[config.mk]
export PLATFORM = sky130hd
export DESIGN_NAME = pixel_chain_driver
export DESIGN_NICKNAME = d
export VERILOG_FILES = /design/src/shared/pixel_chain_pkg.sv /design/src/core/pixel_chain_driver.sv /design/src/core/pixel_fifo.sv /design/src/core/pixel_line_encoder.sv
export VERILOG_INCLUDE_DIRS = /design/src /design/src/shared
export SDC_FILE = /design/constraint.sdc
export NUM_CORES = 1
export LEC_CHECK = 0
export BUFFER_PORTS_ARGS = -buffer_cell sky130_fd_sc_hd__buf_2
export CORE_MARGIN = 1
export CORE_UTILIZATION = 29
export DETAILED_ROUTE_END_ITERATION = 16
export PLACE_DENSITY = 0.53
export REMOVE_ABC_BUFFERS = 1
export SKIP_LAST_GASP = 1
export SLEW_MARGIN = 40
export SYNTH_ARGS = -nofsm -noshare
export SYNTH_HDL_FRONTEND = slang
export SYNTH_SLANG_ARGS = --single-unit
[constraint.sdc]
create_clock -name clk -period 7.08 [get_ports clk]
set_clock_uncertainty 0.05 [all_clocks]
set_input_delay 0.708 -clock clk [delete_from_list [all_inputs] [get_ports clk]]
set_output_delay 0.708 -clock clk [all_outputs]
set_load 0.02 [all_outputs]
[src/shared/pixel_chain_map.svh]
// Purpose: Constants for the addressable pixel chain driver
// Assumes: 20 MHz clock, 50 ns period
// Notes: Times are in ns; cycle counts derive from them
// Function
// - Each pixel word is 24 bits, three bytes.
// - Green, red, blue order, MSB first.
// - Zero bit: high 220-380ns, low 580ns-1us.
// - One bit: high 580ns-1us, low 220-420ns.
// - Frame gap low for over 280us.
// - Single line NRZ, value in pulse widths.
// - Onboard pixels in one chain, chain order.
// - Onboard line sends four onboard words first.
// - Header line sends external words only.
// - Two independent outputs, each own frame.
// - Pixel count configurable, not fixed.
`ifndef PIXEL_CHAIN_MAP_SVH
`define PIXEL_CHAIN_MAP_SVH

// ----------------------------------------
// Clock and timing
// ----------------------------------------
`define CLK_PERIOD_NS 50
// Targets sit inside the allowed windows with margin
`define ZERO_HIGH_TIME_NS 300
`define ZERO_LOW_TIME_NS 800
`define ONE_HIGH_TIME_NS 800
`define ONE_LOW_TIME_NS 300
`define FRAME_END_LOW_TIME_NS 300000
`define ZERO_HIGH_CYC (`ZERO_HIGH_TIME_NS / `CLK_PERIOD_NS)
`define ZERO_LOW_CYC (`ZERO_LOW_TIME_NS / `CLK_PERIOD_NS)
`define ONE_HIGH_CYC (`ONE_HIGH_TIME_NS / `CLK_PERIOD_NS)
`define ONE_LOW_CYC (`ONE_LOW_TIME_NS / `CLK_PERIOD_NS)
`define FRAME_END_LOW_CYC ((`FRAME_END_LOW_TIME_NS + `CLK_PERIOD_NS - 1) / `CLK_PERIOD_NS + 1)

// ----------------------------------------
// Pixel word layout
// ----------------------------------------
`define PIXEL_BITS 24
`define GREEN_MSB 23
`define GREEN_LSB 16
`define RED_MSB 15
`define RED_LSB 8
`define BLUE_MSB 7
`define BLUE_LSB 0
`define ONBOARD_PIXELS 4
`define FIFO_DEPTH 4

`endif

[src/shared/pixel_chain_pkg.sv]
// Purpose: Types for the pixel chain driver
// Assumes: Nothing beyond the constants header
// Notes: Holds the line encoder states
package pixel_chain_pkg;
    // Serial line phases
    typedef enum logic [1:0] {
        LINE_GAP,
        LINE_HIGH,
        LINE_LOW
    } line_state_t;
    // Which stream feeds a line
    typedef logic [1:0] line_sel_t;
endpackage

[src/core/pixel_chain_driver.sv]
// Purpose: Two-line driver for chains of addressable pixels
// Assumes: User logic on clk supplies colour bytes per pixel
// Notes: Onboard line prepends four onboard words; header line does not
`timescale 1ns/1ns
`include "pixel_chain_map.svh"
module pixel_chain_driver #(
    parameter int MAX_EXT_PIXELS = 256,
    parameter int CNT_W = 10,
    parameter int FIFO_DEPTH = `FIFO_DEPTH
) (
    input wire logic clk,
    input wire logic rst,
    // Onboard chain frame request
    input wire logic onboard_start,
    input wire logic [CNT_W-1:0] onboard_ext_count,
    output logic onboard_busy,
    // Header chain frame request
    input wire logic header_start,
    input wire logic [CNT_W-1:0] header_count,
    output logic header_busy,
    // Colour stream for onboard line
    input wire logic [7:0] onboard_green,
    input wire logic [7:0] onboard_red,
    input wire logic [7:0] onboard_blue,
    input wire logic onboard_valid,
    output logic onboard_ready,
    // Colour stream for header line
    input wire logic [7:0] header_green,
    input wire logic [7:0] header_red,
    input wire logic [7:0] header_blue,
    input wire logic header_valid,
    output logic header_ready,
    // Serial lines
    output logic onboard_pixel_line,
    output logic header_pixel_line
);
    import pixel_chain_pkg::*;

    // ----------------------------------------
    // Per-line request bookkeeping
    // ----------------------------------------
    // Index 0 is the onboard line, index 1 the header line
    logic [1:0] start_in;
    logic [CNT_W-1:0] count_in [2];
    logic [`PIXEL_BITS-1:0] word_in [2];
    logic [1:0] valid_in;
    logic [1:0] ready_out;
    logic [1:0] line_wire;
    logic [1:0] busy_wire;
    logic [1:0] line_reg;  // Output line flops
    logic [1:0] busy_reg;  // Frame in progress flags
    logic [1:0] ready_reg;  // Registered acceptance

    assign start_in = {header_start, onboard_start};
    assign count_in[0] = onboard_ext_count;
    assign count_in[1] = header_count;
    assign valid_in = {header_valid, onboard_valid};
    // Green first, then red, then blue
    assign word_in[0] = {onboard_green, onboard_red, onboard_blue};
    assign word_in[1] = {header_green, header_red, header_blue};

    genvar g;
    generate
        for (g = 0; g < 2; g++) begin : lane
            logic active_reg;  // Frame accepted, words pending
            logic [CNT_W-1:0] ext_left_reg;  // External pixel words still to queue
            logic [2:0] lead_left_reg;  // Onboard words still to queue
            logic [`PIXEL_BITS-1:0] fifo_in;
            logic fifo_in_valid;
            logic fifo_in_ready;
            logic [`PIXEL_BITS:0] fifo_out;
            logic fifo_out_valid;
            logic fifo_out_ready;
            logic enc_busy;
            logic last_word;
            logic user_take;

            // Total words to go decides the frame-ending word
            assign last_word = (ext_left_reg + CNT_W'(lead_left_reg)) == CNT_W'(1);
            assign fifo_in = word_in[g];
            // Onboard line also takes words for the four leading pixels
            assign fifo_in_valid = active_reg && valid_in[g];
            assign user_take = fifo_in_valid && fifo_in_ready;

            // ----------------------------------------
            // Frame admission and word counting
            // ----------------------------------------
            // Count is latched at start so it may change mid frame
            always_ff @(posedge clk or posedge rst) begin
                if (rst) begin
                    active_reg <= 1'b0;
                    ext_left_reg <= '0;
                    lead_left_reg <= '0;
                end else if (!active_reg) begin
                    // New frame only when the line is idle and gap done
                    if (start_in[g] && !enc_busy && !fifo_out_valid) begin
                        ext_left_reg <= count_in[g];
                        // Header line carries no onboard words
                        lead_left_reg <= (g == 0) ? 3'(`ONBOARD_PIXELS) : 3'd0;
                        active_reg <= ((g == 0) ? 1'b1 : (count_in[g] != '0));
                    end
                end else if (user_take) begin
                    // Leading onboard words are consumed before external ones
                    if (lead_left_reg != '0) begin
                        lead_left_reg <= lead_left_reg - 1'b1;
                    end else begin
                        ext_left_reg <= ext_left_reg - 1'b1;
                    end
                    if (last_word) begin
                        active_reg <= 1'b0;
                    end
                end
            end

            // Word plus its end-of-frame mark travel together
            pixel_fifo #(
                .WIDTH(`PIXEL_BITS + 1),
                .DEPTH(FIFO_DEPTH)
            ) u_fifo (
                .clk(clk),
                .rst(rst),
                .in_data({last_word, fifo_in}),
                .in_valid(fifo_in_valid),
                .in_ready(fifo_in_ready),
                .out_data(fifo_out),
                .out_valid(fifo_out_valid),
                .out_ready(fifo_out_ready)
            );

            pixel_line_encoder u_enc (
                .clk(clk),
                .rst(rst),
                .word_data(fifo_out[`PIXEL_BITS-1:0]),
                .word_valid(fifo_out_valid),
                .word_ready(fifo_out_ready),
                .word_last(fifo_out[`PIXEL_BITS]),
                .line_out(line_wire[g]),
                .busy(enc_busy)
            );

            assign busy_wire[g] = active_reg || fifo_out_valid || enc_busy;
            // Ready is a flop, so it lags the FIFO by one cycle; the source
            // sees it together with valid on the next cycle
            assign ready_out[g] = active_reg && fifo_in_ready;
        end
    endgenerate

    // ----------------------------------------
    // Output flops
    // ----------------------------------------
    // Lines re-registered: outputs come straight from flops; low in reset
    always_ff @(posedge clk or posedge rst) begin
        if (rst) begin
            line_reg <= 2'b00;
            busy_reg <= 2'b00;
            ready_reg <= 2'b00;
        end else begin
            line_reg <= line_wire;
            busy_reg <= busy_wire;
            ready_reg <= ready_out;
        end
    end

    assign onboard_pixel_line = line_reg[0];
    assign header_pixel_line = line_reg[1];
    assign onboard_busy = busy_reg[0];
    assign header_busy = busy_reg[1];
    assign onboard_ready = ready_reg[0];
    assign header_ready = ready_reg[1];
endmodule

[src/core/pixel_fifo.sv]
// Purpose: Small flip-flop FIFO for pixel words
// Assumes: Single clock, async active-high reset
// Notes: Full and empty are exact; no overwrite on full
`timescale 1ns/1ns
module pixel_fifo #(
    parameter int WIDTH = 24,
    parameter int DEPTH = 4
) (
    input wire logic clk,
    input wire logic rst,
    input wire logic [WIDTH-1:0] in_data,
    input wire logic in_valid,
    output logic in_ready,
    output logic [WIDTH-1:0] out_data,
    output logic out_valid,
    input wire logic out_ready
);
    localparam int AW = (DEPTH > 1) ? $clog2(DEPTH) : 1;

    logic [WIDTH-1:0] mem_reg [DEPTH];  // Storage entries
    logic [AW-1:0] wr_reg;  // Write index
    logic [AW-1:0] rd_reg;  // Read index
    logic [AW:0] count_reg;  // Occupancy
    logic push;
    logic pop;

    assign in_ready = (count_reg != (AW+1)'(DEPTH));
    assign out_valid = (count_reg != '0);
    assign out_data = mem_reg[rd_reg];
    assign push = in_valid && in_ready;
    assign pop = out_valid && out_ready;

    // ----------------------------------------
    // Storage write
    // ----------------------------------------
    always_ff @(posedge clk) begin
        if (push) begin
            mem_reg[wr_reg] <= in_data;
        end
    end

    // ----------------------------------------
    // Pointers and count
    // ----------------------------------------
    always_ff @(posedge clk or posedge rst) begin
        if (rst) begin
            wr_reg <= '0;
            rd_reg <= '0;
            count_reg <= '0;
        end else begin
            // Wrap explicitly so non power of two depths work
            if (push) begin
                wr_reg <= (wr_reg == AW'(DEPTH - 1)) ? '0 : wr_reg + 1'b1;
            end
            if (pop) begin
                rd_reg <= (rd_reg == AW'(DEPTH - 1)) ? '0 : rd_reg + 1'b1;
            end
            if (push && !pop) begin
                count_reg <= count_reg + 1'b1;
            end else if (pop && !push) begin
                count_reg <= count_reg - 1'b1;
            end
        end
    end
endmodule

[src/core/pixel_line_encoder.sv]
// Purpose: Turns pixel words into the self-timed pulse line
// Assumes: Words arrive valid/ready; word_last marks last word
// Notes: Line low in reset, gap and during every low phase
`timescale 1ns/1ns
`include "pixel_chain_map.svh"
module pixel_line_encoder (
    input wire logic clk,
    input wire logic rst,
    input wire logic [`PIXEL_BITS-1:0] word_data,
    input wire logic word_valid,
    output logic word_ready,
    input wire logic word_last,
    output logic line_out,
    output logic busy
);
    import pixel_chain_pkg::*;

    line_state_t state_reg;  // Line phase
    logic [`PIXEL_BITS-1:0] shift_reg;  // Bits still to send
    logic [4:0] bit_reg;  // Bits left in word
    logic last_reg;  // Current word ends frame
    logic [15:0] timer_reg;  // Phase cycle counter
    logic line_reg;  // Registered line level

    assign line_out = line_reg;
    assign word_ready = (state_reg == LINE_GAP) && (timer_reg == '0);
    assign busy = (state_reg != LINE_GAP) || (timer_reg != '0);

    // ----------------------------------------
    // Bit sequencing, MSB first, level by pulse width
    // ----------------------------------------
    always_ff @(posedge clk or posedge rst) begin
        if (rst) begin
            state_reg <= LINE_GAP;
            shift_reg <= '0;
            bit_reg <= '0;
            last_reg <= 1'b0;
            timer_reg <= '0;
            line_reg <= 1'b0;  // Idle low from reset
        end else begin
            unique case (state_reg)
                LINE_GAP: begin
                    // Hold low; no new frame before gap elapses
                    line_reg <= 1'b0;
                    if (timer_reg != '0) begin
                        timer_reg <= timer_reg - 1'b1;
                    end else if (word_valid) begin
                        shift_reg <= word_data;
                        last_reg <= word_last;
                        bit_reg <= 5'(`PIXEL_BITS - 1);
                        state_reg <= LINE_HIGH;
                        line_reg <= 1'b1;
                        // High width carries bit value
                        timer_reg <= word_data[`PIXEL_BITS-1] ? 16'(`ONE_HIGH_CYC - 1) : 16'(`ZERO_HIGH_CYC - 1);
                    end
                end
                LINE_HIGH: begin
                    if (timer_reg != '0) begin
                        timer_reg <= timer_reg - 1'b1;
                    end else begin
                        line_reg <= 1'b0;
                        state_reg <= LINE_LOW;
                        timer_reg <= shift_reg[`PIXEL_BITS-1] ? 16'(`ONE_LOW_CYC - 1) : 16'(`ZERO_LOW_CYC - 1);
                    end
                end
                LINE_LOW: begin
                    if (timer_reg != '0) begin
                        timer_reg <= timer_reg - 1'b1;
                    end else if (bit_reg != '0) begin
                        // Next bit of same word, MSB first
                        shift_reg <= {shift_reg[`PIXEL_BITS-2:0], 1'b0};
                        bit_reg <= bit_reg - 1'b1;
                        state_reg <= LINE_HIGH;
                        line_reg <= 1'b1;
                        timer_reg <= shift_reg[`PIXEL_BITS-2] ? 16'(`ONE_HIGH_CYC - 1) : 16'(`ZERO_HIGH_CYC - 1);
                    end else begin
                        // Word done; last word opens the frame gap
                        state_reg <= LINE_GAP;
                        timer_reg <= last_reg ? 16'(`FRAME_END_LOW_CYC) : '0;
                    end
                end
            endcase
        end
    end
endmodule

==> flow_metrics.env, run 1 <==
export IMPL_place_gp_congestion=0.794
export IMPL_holdBufCountCts=0
export IMPL_layout_nets=1356
export IMPL_cts_setup_buffers=0
export IMPL_synth_compound_area_share=0.0924
export IMPL_max_cap_viol_count=0
export IMPL_netSwitchingPower_mw=0.895
export IMPL_p_leak_nw=6.89
export IMPL_antennaDiodeCount=0
export IMPL_drv_slew=0
export IMPL_power_frac_clock=0.489
export IMPL_swShare=0.209
export IMPL_synth_area_leaders="edfxtp_1, dfrtp_1, mux4_2, mux2i_1, ha_1"
export IMPL_ys_seq_area_frac=0.619
export IMPL_intPower_mw=3.39
export IMPL_worst_pin_slew_ps=802
export IMPL_p_comb_frac=0.013
export IMPL_seq_area_um2=9670
export IMPL_tritoncts="built"
export IMPL_place_hpwl_um=20400
export IMPL_routed_via_density=4.86
export IMPL_coreArea_um2=52900
export IMPL_cts_made_buffers=41
export IMPL_cts_resized=0
export IMPL_yosys_area_share_adder=0.0356
export IMPL_synth_edf_count=200
export IMPL_largest_reg_flops=200
export IMPL_drt_iter0_markers=548
export IMPL_ios=80
export IMPL_yosysTopAreaCell="edfxtp_1"
export IMPL_track_usage=0.124
export IMPL_fin_hold_ws_ps=223
export IMPL_failed_checks="design-rule violations"
export IMPL_synth_top_area_share=0.385
export IMPL_post_route_period_util=0.496
export IMPL_die_h_um=234
export IMPL_worstPathRequired_ps=7470
export IMPL_htreeDepth=2
export IMPL_clk_latency_ps=570
export IMPL_yosys_area_share_simple=0.102
export IMPL_num_rows=84
export IMPL_cp_start_kind="register"
export IMPL_rsz0062_at_grt="no"
export IMPL_cts_root_buffer="clkbuf_16"
export IMPL_ys_flop_type="edfxtp_1"
export IMPL_fin_util=0.343
export IMPL_clockBufferDepth=3
export IMPL_route_detailed_drc=4
export IMPL_setup_viol=0
export IMPL_run_status="finished, violations left"
export IMPL_grt_antenna_before_repair=5
export IMPL_pwr_share_seq=0.498
export IMPL_powerDensity_nw_per_um2=237
export IMPL_setup_worst_path_class="register to register"
export IMPL_rr_worst_depth=10
export IMPL_hold_class="primary input to async pin"
export IMPL_synth_top_family_by_area="multiplexers"
export IMPL_first_pass_iters=11
export IMPL_multi_input_area_um2=5630
export IMPL_syn_avg_cell_area_um2=13.4
export IMPL_synth_cells=1169
export IMPL_fmax_mhz=285
export IMPL_setup_tns_ps=0
export IMPL_finalHoldViolCount=0
export IMPL_overflow=0
export IMPL_syn_to_final_growth_pct=16.1
export IMPL_cts_reportedPaths_clkPinSlew_ps=60
export IMPL_n_fill_cell=5124
export IMPL_ys_types=71
export IMPL_peakVddDrop_mv=0.141
export IMPL_arrival_ps=3900
export IMPL_ant_nets=0
export IMPL_synth_mux_area_frac=0.112
export IMPL_syn_cell_area_um2=15600
export IMPL_worstSetupEndpointType="register"
export IMPL_synthArstFlopShare=0.422
export IMPL_first_global_vias=9805
export IMPL_crit_fanout=20
export IMPL_yosysMostFrequentCell="edfxtp_1"
export IMPL_initial_core_util=0.295
export IMPL_wl_per_cell_um=16.8
export IMPL_period_minus_slack_ps=3510
export IMPL_num_vias=9527
export IMPL_totalWireLength_um=33000
export IMPL_yosysWarnings=0
export IMPL_die_x_um=234
export IMPL_cts_sinks=346
export IMPL_ys_top_cells_by_count="edfxtp_1, dfrtp_1, nand2_1"
export IMPL_ys_ff_latch=346
export IMPL_slew_headroom=0.465
export IMPL_layout_drive_gt1_share=0.189
export IMPL_fp_dieArea_um2=54800
export IMPL_io_buffer_count=79
export IMPL_synthXorXnorAreaFrac=0.0140
export IMPL_grt_max_degree=75
export IMPL_grt_pass1_wl_um=54200
==> stage by stage <==
step / worst slack, ps / area [µm²] / cells / total power, mW
after floorplan: 2400 / 15400 / 1110 / 2.19
after global placement: 3670 / 16700 / 1884 / 2.23
after detailed placement: 3630 / 16700 / 1884 / 2.23
after CTS: 3610 / 18100 / 1960 / 4.36
after global routing: 3400 / 18100 / 1961 / 4.44
final: 3570 / 18100 / 1961 / 4.29
==> power by group through the flow <==
| stage | combinational [mW] | sequential, mW | clock [mW] |
|---|---|---|---|
| global route | 0.0635 | 2.14 | 2.24 |
| floorplan | 0.0156 | 2.18 | 0 |
| CTS | 0.0578 | 2.14 | 2.17 |
| global placement | 0.0542 | 2.18 | 0 |
| detailed placement | 0.0575 | 2.18 | 0 |
| finish | 0.0552 | 2.14 | 2.10 |
==> logic make-up after synthesis <==
group | count (synthesis)
flip-flops | 346
AND/OR/NAND/NOR | 312
buffers and inverters | 96
AO/OA/AOI/OAI | 237
XOR/XNOR | 25
multiplexers | 111
adder cells (fa/ha/maj) | 42
==> layout make-up <==
type	count	share of cell area
Multi-Input combinational cell	727	0.311
Clock buffer	55	0.0623
Sequential cell	346	0.533
Tap cell	688	0.0475
Clock inverter	21	0.0125
Inverter	37	0.00794
Timing Repair Buffer	87	0.0255
==> worst max-delay path: stages (launching register included) <==
cell     delay, ps
dfrtp_1        430
inv_1          110
ha_1           140
or4b_1         590
or4_1          800
nor2_1         240
nand2_1         80
ha_1           230
inv_1           80
fa_1           380
mux2_2         270
==> worst paths after layout <==
| path | endpoint | slack [ps] | start |
|---|---|---|---|
| max in group asynchronous | lane[1].u_fifo.rd_reg[0]$_DFFE_PP0P_ | 5540 | rst |
| setup reg to reg | lane[1].u_fifo.count_reg[1]$_DFFE_PP0P_ | 3570 | lane[1].u_enc.timer_reg[0]$_DFFE_PP0P_ |
| setup / recovery | lane[1].u_fifo.count_reg[1]$_DFFE_PP0P_ | 3570 | lane[1].u_enc.timer_reg[0]$_DFFE_PP0P_ |
| min in group clk | lane[1].u_fifo.mem_reg[3][10]$_DFFE_PP_ | 300 | header_red[2] |
| hold / removal | lane[0].ext_left_reg[4]$_DFFE_PP0P_ | 220 | rst |
| hold reg to reg | line_reg[0]$_DFF_PP0_ | 320 | lane[0].u_enc.line_out$_DFFE_PP0P_ |
==> placed cells by master, fill, tap and decap left out, types with 6 or more instances in the layout <==
cell       Yosys  layout
inv_1         37      36
nand3_1       23      22
or4_1          6       6
edfxtp_1     200     200
dfrtp_1      146     143
clkinv_1       0       7
mux4_2        50      50
a211oi_1       8       7
and2_1        13       9
mux2_2         9       9
a21oi_1       59      59
buf_2          6      79
a31oi_1       11      11
o31ai_1        9       9
clkinv_2       0       7
xnor2_1       13      13
nor2_1        52      52
buf_4          0       6
mux2i_1       51      51
or3_1         11      11
a21o_1         8       8
o21ai_0       90      90
xor2_1        12      12
nand4_1        6       6
nand2_1      108     108
nand3b_1       6       6
clkbuf_16      0      42
a22oi_1        7       7
nor4_1        11      11
nand2b_1      12      12
nor4b_1        8       8
nor3_1        22      21
ha_1          38      37
clkbuf_1      47      10
o22ai_1        8       8
==> layer usage <==
layer	track usage	share of wire	up-vias
met5	0	0.0017	-
met4	0.0373	0.020	10
met3	0.0303	0.050	61
met2	0.192	0.45	167
met1	0.172	0.48	4729
li1	-	-	4560
(Power assumes the default switching activity.)
==> inputs of run 2 (changes only) <==
Clock period 7.08 ns to 3.3 ns, I/O delays scaled along.
==> flow_metrics.env, run 2 (same netlist as run 1, synthesis figures left out) <==
export IMPL_run_status="finished, violations left"
export IMPL_failed_checks="design-rule violations"
export IMPL_max_cap_viol_count=0
export IMPL_instances_no_fill=2051
export IMPL_cp_start_kind="register"
export IMPL_post_route_period_util=0.921
export IMPL_cts_made_buffers=42
export IMPL_grt_antenna_before_repair=1
export IMPL_overflow=0
export IMPL_cts_root_buffer="clkbuf_16"
export IMPL_cts_reportedPaths_clkPinSlew_ps=60
export IMPL_place_area_um2=16900
export IMPL_syn_to_final_growth_pct=21.7
export IMPL_drt_iter0_markers=656
export IMPL_drv_slew=0
export IMPL_worstPathRequired_ps=3700
export IMPL_wl_per_cell_um=16.5
export IMPL_setup_tns_ps=0
export IMPL_rsz0062_at_grt="no"
export IMPL_peakVddDrop_mv=0.347
export IMPL_final_common_cell="edfxtp_1"
export IMPL_min_from="onboard_ext_count[2]"
export IMPL_layout_nets=1445
export IMPL_cts_sinks=346
export IMPL_p_leak_nw=7.33
export IMPL_fin_util=0.359
export IMPL_worst_pin_slew_ps=792
export IMPL_layout_common_cells="edfxtp_1, dfrtp_1, nand2_1"
export IMPL_rrSetupSlack_ps=260
export IMPL_first_pass_iters=11
export IMPL_fmax_mhz=329
export IMPL_ios=80
export IMPL_rr_worst_depth=8
export IMPL_layout_drive_gt1_share=0.193
export IMPL_reg2reg_from="lane[1].u_enc.timer_reg[6]$_DFFE_PP0P_"
export IMPL_postLayoutCellArea_um2=19000
export IMPL_holdBufCountCts=60
export IMPL_io_buffer_count=79
export IMPL_hold_depth=2
export IMPL_ant_nets=0
export IMPL_cts_resized=0
export IMPL_clk_latency_ps=580
export IMPL_finalHoldViolCount=0
export IMPL_largest_reg_flops=200
export IMPL_tritoncts="built"
export IMPL_grt_max_degree=75
export IMPL_antennaDiodeCount=0
export IMPL_n_fill_cell=5101
export IMPL_place_hpwl_um=21300
export IMPL_rr_endpoint="lane[1].u_fifo.count_reg[1]$_DFFE_PP0P_"
export IMPL_fp_dieArea_um2=54800
export IMPL_die_x_um=234
export IMPL_totalWireLength_um=33800
export IMPL_route_detailed_drc=4
export IMPL_htreeDepth=2
export IMPL_cts_setup_buffers=0
export IMPL_grt_pass1_wl_um=54400
export IMPL_crit_fanout=11
export IMPL_dp_cells=1913
export IMPL_num_vias=9916
export IMPL_period_minus_slack_ps=3040
export IMPL_powerDensity_nw_per_um2=503
export IMPL_clockBufferDepth=3
export IMPL_arrival_ps=3440
export IMPL_slew_headroom=0.466
export IMPL_routed_via_density=4.83
export IMPL_worstSetupEndpointType="register"
export IMPL_first_global_vias=10100
export IMPL_fin_hold_ws_ps=41.1
export IMPL_num_rows=84
export IMPL_die_h_um=234
export IMPL_initial_core_util=0.295
export IMPL_setup_worst_path_class="register to register"
export IMPL_coreArea_um2=52900
export IMPL_min_to="lane[0].ext_left_reg[2]$_DFFE_PP0P_"
export IMPL_place_gp_congestion=0.814
export IMPL_hold_class="primary input to register"
export IMPL_setup_viol=0
export IMPL_track_usage=0.125
## run 2: report_power, final
group	switching (mW)	internal, mW
registers	0.000589	4.58
logic	0.0933	0.0858
clock network	1.90	2.89
## run 2: worst max path at each step
stage,startpoint,to,depth (start not counted)
finish,lane[1].u_enc.timer_reg[6]$_DFFE_PP0P_,lane[1].u_fifo.count_reg[1]$_DFFE_PP0P_,8
global route,lane[1].u_enc.timer_reg[6]$_DFFE_PP0P_,lane[1].u_fifo.count_reg[1]$_DFFE_PP0P_,8
CTS,lane[1].u_enc.timer_reg[6]$_DFFE_PP0P_,lane[1].u_fifo.count_reg[1]$_DFFE_PP0P_,8
detailed placement,lane[1].u_enc.timer_reg[6]$_DFFE_PP0P_,lane[1].u_fifo.count_reg[1]$_DFFE_PP0P_,8
global placement,lane[1].u_enc.timer_reg[6]$_DFFE_PP0P_,lane[1].u_fifo.count_reg[1]$_DFFE_PP0P_,8
floorplan,rst,busy_reg[0]$_DFF_PP0_,1
## run 2: critical path, stage by stage (launching register included)
cell and delay (ps):
dfrtp_1 400, or4_4 640, or4_1 590, nor2_1 160, nand2_1 80, ha_1 240
inv_1 90, fa_1 400, mux2_2 270
## run 2: layout make-up
class,instances,area [µm²],area share
sequential,346,9660,0.509
multi-input combinational,727,5590,0.294
timing repair buffer,175,1290,0.0680
clock buffer,56,1160,0.0613
tap,688,861,0.0453
clock inverter,22,280,0.0148
inverter,37,146,0.00771
## run 2: per-layer routing
metal  vias up  GRT usage  routed length, µm
li1       4729          -                  -
met1      4971      0.170              16100
met2       160      0.201              15800
met3        54     0.0249               1270
met4         2     0.0390                677
met5         -          0                 10
## run 2: stage by stage
step	setup slack (ps)	total power [mW]
6_report	261	9.55
5_1_grt	204	9.87
4_1_cts	265	9.71
3_5_place_dp	277	4.80
3_3_place_gp	351	4.79
2_1_floorplan	-1000	4.70
